--- src/include/sfr_defs.svh ---
// Constants of the fault-reaction state machine: timing, offsets, reset values.
// Assumes a 125 MHz system clock; included by bare name.
`ifndef SFR_DEFS_SVH
`define SFR_DEFS_SVH
`define SFR_CLK_MHZ 125
`define SFR_FS_MIN_MS 20
`define SFR_FS_TSD_MIN_S 1
`define SFR_FS_REPEAT_MAX 2'h3
`define SFR_RD_STEP_US 10
`define SFR_RD_STEP_CYC (`SFR_RD_STEP_US * `SFR_CLK_MHZ)
`define SFR_HARD_OFF_US 20
`define SFR_HARD_OFF_CYC (`SFR_HARD_OFF_US * `SFR_CLK_MHZ)
`define SFR_STG_US 100
`define SFR_SS2_STEP_US 50
`define SFR_CW 27
`define SFR_AW 8
`define SFR_NSTAY 9
`define SFR_CAUSE_STG 4'hf
`define SFR_OFF_STATUS 8'h00
`define SFR_OFF_FLAGS 8'h04
`define SFR_OFF_STBY_CFG 8'h08
`define SFR_OFF_RD_CFG 8'h0c
`define SFR_OFF_SS2_CFG 8'h10
`define SFR_STBY_CFG_RST 1'h1
`define SFR_RD_CFG_RST 2'h1
`define SFR_SS2_CFG_RST 4'h2
`endif

--- src/include/sfr_pkg.sv ---
// Types of the fault-reaction state machine.
// Assumes nothing beyond a SystemVerilog compiler.
package sfr_pkg;
    typedef enum logic [2:0] {
        st_init,
        st_normal,
        st_standby,
        st_failsafe,
        st_powerdown
    } sfr_state_t;
endpackage

--- src/rtl/sfr_fault_fsm.sv ---
// Fault reaction of a safety power-management state machine with register port.
// Assumes analog monitor levels arrive asynchronously; command and watchdog pulses are
// from logic on clk_sys.
// Summary of operation
// - Automatic FAILSAFE exit stops after three consecutive entries for one cause.
// - FAILSAFE lasts at least 20 ms, or 1 s after thermal shutdown.
// - Requests to leave FAILSAFE before the dwell ends are ignored.
// - INIT ramps regulators; reset released one delay after rails become valid.
// - Leaving FAILSAFE restores defaults except standby and reset-delay settings.
// - Safe-state outputs stay low in FAILSAFE, STANDBY and the following INIT.
// - Four fault classes; POWERDOWN beats FAILSAFE, which beats INIT.
// - Stay-in-state faults raise an interrupt event and keep the state.
// - Bandgap deviation above 4% is a stay-in-state event.
// - Every stay-in-state event is latched in sticky status flags in any state.
// - Undervoltage, watchdog overflow, error stop or INIT timeout move to INIT.
// - First INIT timeout gives a soft reset with outputs re-enabled.
// - Second INIT timeout gives a hard reset with outputs cycled off.
// - NORMAL to INIT fault pulls reset and the first safe-state output low.
// - Short undervoltage restarts reset delay; long one leads to FAILSAFE.
// - Watchdog or error-pin soft reset times the delay from the reset fall.
// - First safe-state drops with reset, second after its configured delay.
// - Return to NORMAL before that delay keeps the second safe-state high.
// - Standby rail undervoltage in STANDBY enters INIT with power sequence.
// - Internal supply faults give a hard reset in any state except FAILSAFE and POWERDOWN.
`include "sfr_defs.svh"
module sfr_fault_fsm #(
    parameter int FS_MIN_CYC = `SFR_FS_MIN_MS * `SFR_CLK_MHZ * 1000,
    parameter int FS_TSD_CYC = `SFR_FS_TSD_MIN_S * `SFR_CLK_MHZ * 1000000,
    parameter int STG_CYC = `SFR_STG_US * `SFR_CLK_MHZ,
    parameter int SS2_STEP_CYC = `SFR_SS2_STEP_US * `SFR_CLK_MHZ
) (
    // Clock and reset
    input wire logic clk_sys,
    input wire logic rst_n,
    // Register port
    input wire logic [`SFR_AW-1:0] reg_addr,
    input wire logic [31:0] reg_wdata,
    input wire logic reg_wr,
    input wire logic reg_rd,
    output logic [31:0] reg_rdata,
    // Analog monitor levels, asynchronous
    input wire logic ctrl_rails_valid,
    input wire logic standby_rail_uv,
    input wire logic fs_fault,
    input wire logic fs_thermal,
    input wire logic [3:0] fs_cause,
    input wire logic pd_fault,
    input wire logic [`SFR_NSTAY-1:0] stay_fault,
    // Monitor and command pulses, clk_sys domain
    input wire logic wd_overflow,
    input wire logic err_stop,
    input wire logic init_timer_exp,
    input wire logic int_supply_fault,
    input wire logic go_normal_req,
    input wire logic go_standby_req,
    input wire logic leave_failsafe_req,
    // Device outputs
    output logic reset_out_pin,
    output logic safe_state_first,
    output logic safe_state_second,
    output logic regulators_en,
    output logic standby_regulator,
    output logic power_seq_start,
    output logic cfg_defaults_load,
    output logic stay_int_event
);
    localparam int NS = `SFR_NSTAY + 9;
    logic [NS-1:0] sync1_reg;
    logic [NS-1:0] sync2_reg;
    logic rails_ok, sby_uv, fs_f, fs_tsd, pd_f;
    logic [3:0] cause_s;
    logic [`SFR_NSTAY-1:0] stay_s;
    sfr_pkg::sfr_state_t state_reg;
    logic [`SFR_CW-1:0] dwell_cnt_reg, rd_cnt_reg, hard_cnt_reg, stg_cnt_reg, ss2_cnt_reg;
    logic [3:0] last_cause_reg;
    logic [1:0] fs_count_reg;
    logic fs_tsd_reg, rd_now_reg, hard_off_reg, tmo_seen_reg, ss2_hold_reg;
    logic [`SFR_NSTAY-1:0] flags_reg;
    logic stby_cfg_reg;
    logic [1:0] rd_cfg_reg;
    logic [3:0] ss2_cfg_reg;
    logic dwell_done, fs_blocked, stg_done, go_fs, go_init, init_hard, init_rd_now;
    logic wr_flags;

    // Two-stage synchroniser for every analog level
    always_ff @(posedge clk_sys or negedge rst_n)
    begin
        if (!rst_n)
        begin
            sync1_reg <= '0;
            sync2_reg <= '0;
        end
        else
        begin
            sync1_reg <= {ctrl_rails_valid, standby_rail_uv, fs_fault, fs_thermal,
                          fs_cause, pd_fault, stay_fault};
            sync2_reg <= sync1_reg;
        end
    end
    assign rails_ok = sync2_reg[NS-1];
    assign sby_uv = sync2_reg[NS-2];
    assign fs_f = sync2_reg[NS-3];
    assign fs_tsd = sync2_reg[NS-4];
    assign cause_s = sync2_reg[NS-5:NS-8];
    assign pd_f = sync2_reg[`SFR_NSTAY];
    assign stay_s = sync2_reg[`SFR_NSTAY-1:0];

    function automatic logic [`SFR_CW-1:0] scale(input logic [3:0] sel, input int step);
        scale = `SFR_CW'(({23'h0, sel} + 27'h1) * `SFR_CW'(step));
    endfunction

    // Thermal shutdown lengthens the dwell
    assign dwell_done = dwell_cnt_reg >= (fs_tsd_reg ? `SFR_CW'(FS_TSD_CYC)
                                                     : `SFR_CW'(FS_MIN_CYC));
    assign fs_blocked = fs_count_reg == `SFR_FS_REPEAT_MAX;
    assign stg_done = stg_cnt_reg >= `SFR_CW'(STG_CYC);
    // FAILSAFE class outranks INIT class; POWERDOWN is checked first in the FSM
    assign go_fs = fs_f || stg_done;
    assign init_hard = int_supply_fault || (init_timer_exp && tmo_seen_reg);
    assign init_rd_now = wd_overflow || err_stop;
    always_comb
    begin
        go_init = wd_overflow || err_stop || init_timer_exp || int_supply_fault;
        if (state_reg == sfr_pkg::st_normal && !rails_ok)
            go_init = 1'b1;
        if (state_reg == sfr_pkg::st_standby && sby_uv)
            go_init = 1'b1;
    end

    // Main state machine
    always_ff @(posedge clk_sys or negedge rst_n)
    begin
        if (!rst_n)
        begin
            state_reg <= sfr_pkg::st_init;
            reset_out_pin <= 1'b0;
            regulators_en <= 1'b1;
            hard_off_reg <= 1'b0;
            rd_now_reg <= 1'b0;
            rd_cnt_reg <= '0;
            hard_cnt_reg <= '0;
            dwell_cnt_reg <= '0;
            tmo_seen_reg <= 1'b0;
            power_seq_start <= 1'b0;
            cfg_defaults_load <= 1'b0;
        end
        else
        begin
            power_seq_start <= 1'b0;
            cfg_defaults_load <= 1'b0;
            case (state_reg)
                sfr_pkg::st_failsafe:
                begin
                    dwell_cnt_reg <= dwell_cnt_reg + 27'h1;
                    if (pd_f)
                        state_reg <= sfr_pkg::st_powerdown;
                    // Early leave requests fall through and are lost
                    else if (dwell_done && (!fs_blocked || leave_failsafe_req))
                    begin
                        state_reg <= sfr_pkg::st_init;
                        regulators_en <= 1'b1;
                        power_seq_start <= 1'b1;
                        cfg_defaults_load <= 1'b1;
                        rd_now_reg <= 1'b0;
                        rd_cnt_reg <= '0;
                        tmo_seen_reg <= 1'b0;
                    end
                end
                sfr_pkg::st_powerdown:
                begin
                    regulators_en <= 1'b0;
                    reset_out_pin <= 1'b0;
                end
                default:
                begin
                    if (pd_f)
                    begin
                        state_reg <= sfr_pkg::st_powerdown;
                        regulators_en <= 1'b0;
                        reset_out_pin <= 1'b0;
                    end
                    else if (go_fs)
                    begin
                        state_reg <= sfr_pkg::st_failsafe;
                        regulators_en <= 1'b0;
                        reset_out_pin <= 1'b0;
                        dwell_cnt_reg <= '0;
                    end
                    else if (go_init)
                    begin
                        state_reg <= sfr_pkg::st_init;
                        reset_out_pin <= 1'b0;
                        rd_cnt_reg <= '0;
                        rd_now_reg <= init_rd_now && !init_hard;
                        hard_off_reg <= init_hard;
                        hard_cnt_reg <= '0;
                        regulators_en <= !init_hard;
                        power_seq_start <= !init_hard;
                        if (init_timer_exp)
                            tmo_seen_reg <= 1'b1;
                    end
                    else if (state_reg == sfr_pkg::st_init)
                    begin
                        if (hard_off_reg)
                        begin
                            hard_cnt_reg <= hard_cnt_reg + 27'h1;
                            if (hard_cnt_reg >= `SFR_CW'(`SFR_HARD_OFF_CYC))
                            begin
                                hard_off_reg <= 1'b0;
                                regulators_en <= 1'b1;
                                power_seq_start <= 1'b1;
                            end
                        end
                        else if (!reset_out_pin)
                        begin
                            // Rail dip restarts the delay unless it is timed from the fall
                            if (rails_ok || rd_now_reg)
                                rd_cnt_reg <= rd_cnt_reg + 27'h1;
                            else
                                rd_cnt_reg <= '0;
                            if (rd_cnt_reg >= scale({2'h0, rd_cfg_reg}, `SFR_RD_STEP_CYC))
                                reset_out_pin <= 1'b1;
                        end
                        else if (!rails_ok)
                        begin
                            reset_out_pin <= 1'b0;
                            rd_cnt_reg <= '0;
                            rd_now_reg <= 1'b0;
                        end
                        else if (go_normal_req)
                        begin
                            state_reg <= sfr_pkg::st_normal;
                            tmo_seen_reg <= 1'b0;
                        end
                    end
                    else if (state_reg == sfr_pkg::st_normal && go_standby_req)
                    begin
                        state_reg <= sfr_pkg::st_standby;
                        reset_out_pin <= 1'b0;
                        regulators_en <= 1'b0;
                    end
                end
            endcase
        end
    end

    // Consecutive FAILSAFE entries per cause
    always_ff @(posedge clk_sys or negedge rst_n)
    begin
        if (!rst_n)
        begin
            last_cause_reg <= 4'h0;
            fs_count_reg <= 2'h0;
            fs_tsd_reg <= 1'b0;
        end
        else if (state_reg != sfr_pkg::st_failsafe && state_reg != sfr_pkg::st_powerdown
                 && !pd_f && go_fs)
        begin
            last_cause_reg <= stg_done && !fs_f ? `SFR_CAUSE_STG : cause_s;
            fs_tsd_reg <= fs_f && fs_tsd;
            if ((stg_done && !fs_f ? `SFR_CAUSE_STG : cause_s) != last_cause_reg)
                fs_count_reg <= 2'h1;
            else if (fs_count_reg != `SFR_FS_REPEAT_MAX)
                fs_count_reg <= fs_count_reg + 2'h1;
        end
    end

    // Short-to-ground timer runs while rails are down with regulators on
    always_ff @(posedge clk_sys or negedge rst_n)
    begin
        if (!rst_n)
            stg_cnt_reg <= '0;
        else if (regulators_en && !rails_ok && state_reg != sfr_pkg::st_failsafe
                 && state_reg != sfr_pkg::st_standby && state_reg != sfr_pkg::st_powerdown)
            stg_cnt_reg <= stg_done ? stg_cnt_reg : stg_cnt_reg + 27'h1;
        else
            stg_cnt_reg <= '0;
    end

    // Safe-state outputs: high only in NORMAL, second one lags on a fault exit to INIT
    always_ff @(posedge clk_sys or negedge rst_n)
    begin
        if (!rst_n)
        begin
            safe_state_first <= 1'b0;
            safe_state_second <= 1'b0;
            ss2_hold_reg <= 1'b0;
            ss2_cnt_reg <= '0;
        end
        else if (state_reg == sfr_pkg::st_normal && !pd_f && !go_fs && go_init)
        begin
            safe_state_first <= 1'b0;
            ss2_hold_reg <= 1'b1;
            ss2_cnt_reg <= '0;
        end
        else if (state_reg == sfr_pkg::st_normal)
        begin
            safe_state_first <= !(pd_f || go_fs || go_standby_req);
            safe_state_second <= !(pd_f || go_fs || go_standby_req);
            ss2_hold_reg <= 1'b0;
        end
        else if (state_reg == sfr_pkg::st_init && go_normal_req && reset_out_pin
                 && rails_ok && !pd_f && !go_fs && !go_init)
        begin
            safe_state_first <= 1'b1;
            safe_state_second <= 1'b1;
            ss2_hold_reg <= 1'b0;
        end
        else if (state_reg == sfr_pkg::st_init && ss2_hold_reg && !pd_f && !go_fs)
        begin
            ss2_cnt_reg <= ss2_cnt_reg + 27'h1;
            if (ss2_cnt_reg >= scale(ss2_cfg_reg, SS2_STEP_CYC))
            begin
                safe_state_second <= 1'b0;
                ss2_hold_reg <= 1'b0;
            end
        end
        else
        begin
            safe_state_first <= 1'b0;
            safe_state_second <= 1'b0;
            ss2_hold_reg <= 1'b0;
        end
    end

    // Sticky event flags; a new event wins over a clear in the same cycle
    assign wr_flags = reg_wr && reg_addr == `SFR_OFF_FLAGS;
    always_ff @(posedge clk_sys or negedge rst_n)
    begin
        if (!rst_n)
        begin
            flags_reg <= '0;
            stay_int_event <= 1'b0;
        end
        else
        begin
            flags_reg <= (flags_reg & ~(wr_flags ? reg_wdata[`SFR_NSTAY-1:0] : '0))
                         | stay_s;
            stay_int_event <= |(stay_s & ~flags_reg);
        end
    end

    // Configuration registers; only the SS2 delay returns to default after FAILSAFE
    always_ff @(posedge clk_sys or negedge rst_n)
    begin
        if (!rst_n)
        begin
            stby_cfg_reg <= `SFR_STBY_CFG_RST;
            rd_cfg_reg <= `SFR_RD_CFG_RST;
            ss2_cfg_reg <= `SFR_SS2_CFG_RST;
        end
        else if (cfg_defaults_load)
            ss2_cfg_reg <= `SFR_SS2_CFG_RST;
        else if (reg_wr)
        begin
            if (reg_addr == `SFR_OFF_STBY_CFG)
                stby_cfg_reg <= reg_wdata[0];
            if (reg_addr == `SFR_OFF_RD_CFG)
                rd_cfg_reg <= reg_wdata[1:0];
            if (reg_addr == `SFR_OFF_SS2_CFG)
                ss2_cfg_reg <= reg_wdata[3:0];
        end
    end
    // Standby regulator keeps its setting through every reset kind except rst_n, which loads the default
    assign standby_regulator = stby_cfg_reg;

    // Read data valid in the cycle after the strobe only
    always_ff @(posedge clk_sys or negedge rst_n)
    begin
        if (!rst_n)
            reg_rdata <= '0;
        else if (!reg_rd)
            reg_rdata <= '0;
        else
            case (reg_addr)
                `SFR_OFF_STATUS: reg_rdata <= {22'h0, fs_count_reg, last_cause_reg,
                                               reset_out_pin, state_reg};
                `SFR_OFF_FLAGS: reg_rdata <= {23'h0, flags_reg};
                `SFR_OFF_STBY_CFG: reg_rdata <= {31'h0, stby_cfg_reg};
                `SFR_OFF_RD_CFG: reg_rdata <= {30'h0, rd_cfg_reg};
                `SFR_OFF_SS2_CFG: reg_rdata <= {28'h0, ss2_cfg_reg};
                default: reg_rdata <= '0;
            endcase
    end

    a_fs_exit_dwell: assert property (@(posedge clk_sys) disable iff (!rst_n)
        state_reg == sfr_pkg::st_failsafe && $past(state_reg) == sfr_pkg::st_failsafe
        && $changed(state_reg) == 1'b0 ##1 state_reg == sfr_pkg::st_init
        |-> $past(dwell_done))
        else $error("FAILSAFE left before dwell");
    a_fs_early_hold: assert property (@(posedge clk_sys) disable iff (!rst_n)
        state_reg == sfr_pkg::st_failsafe && !dwell_done && !pd_f
        |=> state_reg == sfr_pkg::st_failsafe)
        else $error("early FAILSAFE exit");
    a_fs_blocked: assert property (@(posedge clk_sys) disable iff (!rst_n)
        state_reg == sfr_pkg::st_failsafe && fs_blocked && !leave_failsafe_req && !pd_f
        |=> state_reg == sfr_pkg::st_failsafe)
        else $error("blocked FAILSAFE exited by itself");
    a_ss_low_fs: assert property (@(posedge clk_sys) disable iff (!rst_n)
        state_reg == sfr_pkg::st_failsafe ##1 state_reg != sfr_pkg::st_normal
        |-> !safe_state_first && !safe_state_second)
        else $error("safe state high outside NORMAL");
    a_pd_priority: assert property (@(posedge clk_sys) disable iff (!rst_n)
        pd_f && state_reg != sfr_pkg::st_powerdown |=> state_reg == sfr_pkg::st_powerdown)
        else $error("POWERDOWN not taken first");
    a_init_rst_low: assert property (@(posedge clk_sys) disable iff (!rst_n)
        state_reg == sfr_pkg::st_normal && go_init && !go_fs && !pd_f
        |=> !reset_out_pin && !safe_state_first && state_reg == sfr_pkg::st_init)
        else $error("NORMAL to INIT without reset");
    a_ss2_lag: assert property (@(posedge clk_sys) disable iff (!rst_n)
        state_reg == sfr_pkg::st_normal && safe_state_second && go_init && !go_fs && !pd_f
        |=> safe_state_second [*2])
        else $error("second safe state dropped early");
    a_hard_off: assert property (@(posedge clk_sys) disable iff (!rst_n)
        state_reg != sfr_pkg::st_failsafe && state_reg != sfr_pkg::st_powerdown
        && int_supply_fault && !go_fs && !pd_f |=> !regulators_en && hard_off_reg)
        else $error("internal supply fault not hard reset");
    a_flag_sticky: assert property (@(posedge clk_sys) disable iff (!rst_n)
        (|stay_s) |=> (flags_reg & $past(stay_s)) == $past(stay_s))
        else $error("event flag lost");
    a_rst_release: assert property (@(posedge clk_sys) disable iff (!rst_n)
        $rose(reset_out_pin) |-> $past(rd_cnt_reg)
        >= $past(scale({2'h0, rd_cfg_reg}, `SFR_RD_STEP_CYC)))
        else $error("reset released before delay");
endmodule // sfr_fault_fsm

--- config.mk ---
export PLATFORM = sky130hd
export DESIGN_NAME = sfr_fault_fsm
export DESIGN_NICKNAME = d
export VERILOG_FILES = /design/src/include/sfr_pkg.sv /design/src/rtl/sfr_fault_fsm.sv
export VERILOG_INCLUDE_DIRS = /design/src /design/src/include
export SDC_FILE = /design/constraint.sdc
export NUM_CORES = 1
export LEC_CHECK = 0
export BUFFER_PORTS_ARGS = -buffer_cell sky130_fd_sc_hd__buf_2
export CAP_MARGIN = 20
export CORE_ASPECT_RATIO = 1.4
export CORE_MARGIN = 5
export CORE_UTILIZATION = 36
export DETAILED_ROUTE_END_ITERATION = 10
export PLACE_DENSITY_LB_ADDON = 0.1
export SLEW_MARGIN = 25
export SYNTH_ARGS = -nofsm -noshare
export SYNTH_HDL_FRONTEND = slang
export SYNTH_SLANG_ARGS = --single-unit
--- constraint.sdc ---
create_clock -name clk_sys -period 9.2 [get_ports clk_sys]
set_clock_uncertainty 0.15 [all_clocks]
set_input_delay 1.38 -clock clk_sys [delete_from_list [all_inputs] [get_ports clk_sys]]
set_output_delay 1.38 -clock clk_sys [all_outputs]
set_load 0.1 [all_outputs]
# Word-level counts from Yosys, hierarchy flattened
# Index checks and enable logic that the tools add are counted.
[word_totals] regBits=240 in_bits=69 output_inout_bits=40
[classes] n_addsub=8 mul=2 n_lt_le_gt_ge=5 eq_ne=36 mux=111 bitwise_logic=12 reduce_logical=78
[op_table] op="$mux 27" count=22
[op_table] op="$add 27x1->27 const B" count=5
[op_table] op="$pmux 27 s2" count=2
[op_table] op="$mux 1" count=61
[op_table] op="$pmux 10 s5" count=1
[op_table] op="$mux 3" count=11
[op_table] op="$ne 6x5->1 const B" count=5
[op_table] op="$logic_and 1x1->1" count=28
[op_table] op="$ge 27x12->1 const B" count=1
[op_table] op="$ge 27x14->1" count=1
[op_table] op="$ge 27x14->1 const B" count=1
[op_table] op="$ge 27x18->1" count=1
[op_table] op="$ge 27x27->1" count=1
[op_table] op="$and 9x9->9" count=2
[op_table] op="$not 9->9" count=2
[op_table] op="$mul 5x12->17 const B" count=1
[op_table] op="$eq 8x4->1 const B" count=2
[op_table] op="$mux 4" count=4
[op_table] op="$reduce_and 3->1" count=5
[op_table] op="$ne 7x5->1 const B" count=2
[op_table] op="$reduce_and 7->1" count=2
[op_table] op="$reduce_bool 2->1" count=7
[op_table] op="$mul 3x10->13 const B" count=1
[op_table] op="$reduce_bool 3->1" count=4
[op_table] op="39 further kinds" count=80

# Longest topological paths before layout
[depth] depth_word=11 depth_mapped=23

# Worst setup path before layout
# OpenSTA, ideal clock, no wires.
[synth_timing] path_kind="register to register" start="register ss2_cfg_reg[0]" end="register safe_state_second" setup_ps=120 t_arrival_ps=4458 slack_ps=4472 stages_incl_launch_ff=22 path_buffers=0 path_cell_list="dfrtp_1 -> ha_1 -> and3_1 -> ha_1 -> xnor2_1 -> ha_1 -> ha_1 -> ha_1 -> a21o_1 -> a21oi_1 -> o21ai_0 -> a21oi_1 -> o21ai_0 -> a21oi_1 -> xnor2_1 -> ha_1 -> and4_1 -> a21oi_1 -> a31o_2 -> o21bai_1 -> a31o_2 -> a21o_1"
[synth_via] elab_chain_len=5
[synth_rtl] element="start: declaration" line_no="sfr_fault_fsm.sv:81" text="logic [3:0] ss2_cfg_reg;"
[synth_rtl] element="start signal: assignment" line_no="sfr_fault_fsm.sv:350" text="ss2_cfg_reg <= `SFR_SS2_CFG_RST;"
[synth_rtl] element="start signal: assignment" line_no="sfr_fault_fsm.sv:353" text="ss2_cfg_reg <= `SFR_SS2_CFG_RST;"
[synth_rtl] element="start signal: assignment" line_no="sfr_fault_fsm.sv:361" text="ss2_cfg_reg <= reg_wdata[3:0];"
[synth_rtl] element="$add 4x1->5" line_no="sfr_fault_fsm.sv:109" text="scale = `SFR_CW'(({23'h0, sel} + 27'h1) * `SFR_CW'(step));"
[synth_rtl] element="$mul 5x12->17" line_no="sfr_fault_fsm.sv:109"
[synth_rtl] element="$ge 27x18->1" line_no="sfr_fault_fsm.sv:312" text="if (ss2_cnt_reg >= scale(ss2_cfg_reg, SS2_STEP_CYC))"
[synth_rtl] element="$ne 4x3->1 (no source line)"
[synth_rtl] element="$reduce_and 2->1 (no source line)"
[synth_rtl] element="end signal: assignment" line_no="sfr_fault_fsm.sv:299" text="safe_state_second <= !(pd_f || go_fs || go_standby_req);"
[synth_rtl] element="end: declaration" line_no="sfr_fault_fsm.sv:60" text="output logic safe_state_second,"
# No other way between the ends.
# A chain may end at the register's enable or synchronous reset.

# Worst setup path after layout
# Same ends and word-level chain as after synthesis.

==> metrics <==
sequential cell area=0.00546 mm^2; number of DRC markers in iteration 0=612; area delta synth->final=12.0%; initial antenna violation count=1; die area=0.0383 mm^2; outcome=complete, no violations; Synth area leaders=dfrtp_1 43%, ha_1 8.6%, nor2_1 4.7%, xnor2_1 3.4%, xor2_1 3.1%; number of synthesized flops with an enable pin=0; total congestion overflow=0; Slew HR=0.378; CP max stage cell=dfrtp_1; CTS tree=done; maximum VDD drop=0.137 mV; Cell Pwr Density=151 mW/mm^2; Slowest Stage Delay on Critical Path=480 ps; die width=167 um; vias in the first global route=9721; met3 usage=0.0212; Seq/Total Area, Yosys=0.440; worst-case clock buffer depth=3; clock share of power=0.468; number of post-CTS setup repair buffers=0; GRT met1 Usage=0.200; required time worst endpoint=9460 ps; CP arrival=5690 ps; Post-Layout Cell Count=1838; routability cong.=0.808; logic gate share of total power=0.067; total track usage=0.160; Yosys reg bits=218; first-pass GRT wire length=51.1 mm; DPL Wire Length=22.3 mm; CP cell instances=ha_1 -> and3_1 -> ha_1 -> xnor2_1 -> ha_1 -> ha_1 -> ha_1 -> and3b_1 -> o21a_1 -> o2111ai_1 -> a31oi_1 -> a21oi_1 -> nor2_1 -> o21ai_0 -> xnor2_1 -> ha_1 -> nand4b_1 -> a31o_2 -> o21bai_1 -> a31o_2 -> a21o_1; Critical path buffers and inverters=0; sequential fraction of design power=0.465; Tmin final=5420 ps; # hold bufs at CTS=0; Hold Vio Cnt, Final=0; Internal=0.00159 W; Die H=230 um; final net count=1525; Worst Max-Slew Pin Slew=933 ps; met2 Use GR=0.291; sw frac=0.242; Leak Pwr=6.23 nW; WL/cell=17.0 um; total CTS buffers=25; DRC=0; via count=9700; Clock Pin Slew Worst Setup and Hold Paths=60 ps; Yosys Warn Count=0; Inst Count DP=1793; share of cells above drive strength 1=0.112; grt peak-use layer=met2; Final setup viols=0; Fmax achieved=0.184 GHz; DR vias/cell=5.28; final wirelength=31.2 mm; multi-input logic area=0.00642 mm^2; Core ar.=0.0340 mm^2; Initial Utilization=0.364; post-cts gate resize count=0; Pre-Repair DR Iteration Count=5; Post-Synthesis Cells=1316; Hold Path Class=flop to flop; fin. max-slew vios=0; period utilisation layout=0.590; MaxCap Viol Count=0; Row Count=80; Synth top area share=0.432; Root Buffer Master=clkbuf_16; I/O pins=109; Port Buf Inserts=63; ys async rst share=1.00; fillcell total=3432; Netlist cell types=79; Hold Worst Slack=194 ps; cell taking the most area after synthesis=dfrtp_1; ANT nets after route=0; kind of cell adding the most delay to the critical path=compound AO/OA/AOI/OAI gates; top_reg_cell synth=dfrtp_1; Startpoint Class=flop; Psw=0.000509 W; Crit Path Max Fanout=7; area of the mapped netlist=0.0124 mm^2; crit path kind=flop to flop; TritonCTS Sinks=218; htree depth=1; unrepaired setup endpoints after global routing=no; Skew-Pair Late Insertion Delay=540 ps; Syn Area/Cell=9.42 um^2; Fin Setup TNS=0 ps; largest net degree at the start of global routing=79; most frequent CP cell=ha_1; CP Capture Type=flop
## path summary, 6_finish.rpt
check,from,endpoint,slack [ps],cells after the start
max in group asynchronous,rst_n,ss2_cnt_reg[0]$_DFFE_PN0P_,6830,2
setup reg to reg,ss2_cfg_reg[0]$_DFFE_PN0P_,safe_state_second$_DFFE_PN0P_,3780,21
hold / removal,sync1_reg[5]$_DFF_PN0_,sync2_reg[5]$_DFF_PN0_,190,0
min in group asynchronous,rst_n,dwell_cnt_reg[19]$_DFFE_PN0P_,680,1
hold reg to reg,sync1_reg[5]$_DFF_PN0_,sync2_reg[5]$_DFF_PN0_,190,0
setup / recovery,ss2_cfg_reg[0]$_DFFE_PN0P_,safe_state_second$_DFFE_PN0P_,3780,21
## synthesized netlist by cell type, types with 25 or more instances
| master | count |
|---|---|
| xnor2_1 | 48 |
| o21ai_0 | 65 |
| nor3_1 | 37 |
| xor2_1 | 44 |
| nor4_1 | 25 |
| dfrtp_1 | 214 |
| nor2_1 | 155 |
| nand2_1 | 93 |
| nand4_1 | 43 |
| inv_1 | 62 |
| and3_1 | 31 |
| ha_1 | 85 |
| buf_4 | 27 |
| a21oi_1 | 60 |
| nand3_1 | 59 |
## placed cells by master (no fill, tap or decap), types with 5 or more instances in the layout
cell and count:
nor3_2 6, o21a_1 9, xnor2_1 48, mux2_2 7
xor2_1 44, and2_1 13, o31ai_1 6, and3_1 31
buf_4 8, a21o_1 13, nand2b_1 10, nor2b_1 9
or3_1 18, o21ai_0 65, clkbuf_8 8, and4_1 11
a31oi_1 11, nand4_1 43, a22oi_1 5, conb_1 23
ha_1 85, nand3_1 59, o21ai_1 13, inv_1 62
buf_2 62, clkbuf_16 25, o22ai_1 8, nor4_1 24
a21oi_1 60, nand2_1 93, nor3_1 37, nor2_1 154
dfrtp_1 214
## layout make-up
cell class                      count  area share
Antenna cell                        1    0.000180
Clock buffer                       37      0.0540
Clock inverter                      6     0.00441
Inverter                           62      0.0167
Multi-Input combinational cell    990       0.462
Sequential cell                   218       0.393
Tap cell                          451      0.0406
Timing Repair Buffer               73      0.0294
## kinds of logic (layout without fill, tap and decap cells)
logic type | after synthesis | in the layout | synth area share
AO/OA/AOI/OAI | 240 | 240 | 0.125
XOR/XNOR | 92 | 92 | 0.0650
adder cells (fa/ha/maj) | 86 | 86 | 0.0874
buffers and inverters | 130 | 178 | 0.0497
flip-flops | 218 | 218 | 0.440
multiplexers | 9 | 9 | 0.00797
other | 1 | 24 | 0.000302
AND/OR/NAND/NOR | 540 | 540 | 0.225
## metrics by stage
step                utilization  area (um^2)  setup WS [ps]  total power (W)
floorplan                     -        12500           4470          0.00109
CTS                       0.408        13900           3720          0.00215
global placement          0.384        13100           3760          0.00114
global route              0.408        13900           3500          0.00220
finish                    0.408        13900           3780          0.00210
detailed placement        0.384        13100           3770          0.00114
## power by group through the flow
| stage | Combinational (W) | Clock, W | Sequential (W) |
|---|---|---|---|
| global route | 0.000157 | 0.00106 | 0.000978 |
| CTS | 0.000144 | 0.00103 | 0.000977 |
| detailed placement | 0.000144 | 0 | 0.000995 |
| finish | 0.000141 | 0.000985 | 0.000978 |
| floorplan | 0.0000990 | 0 | 0.000993 |
| global placement | 0.000143 | 0 | 0.000995 |
## routing by layer
metal / routed length (um) / vias up
met2: 16200 / 166
li1: - / 4763
met4: 590 / 0
met1: 13300 / 4727
met3: 1140 / 44
met5: 0 / -
Power figures use the tool's default switching activity.
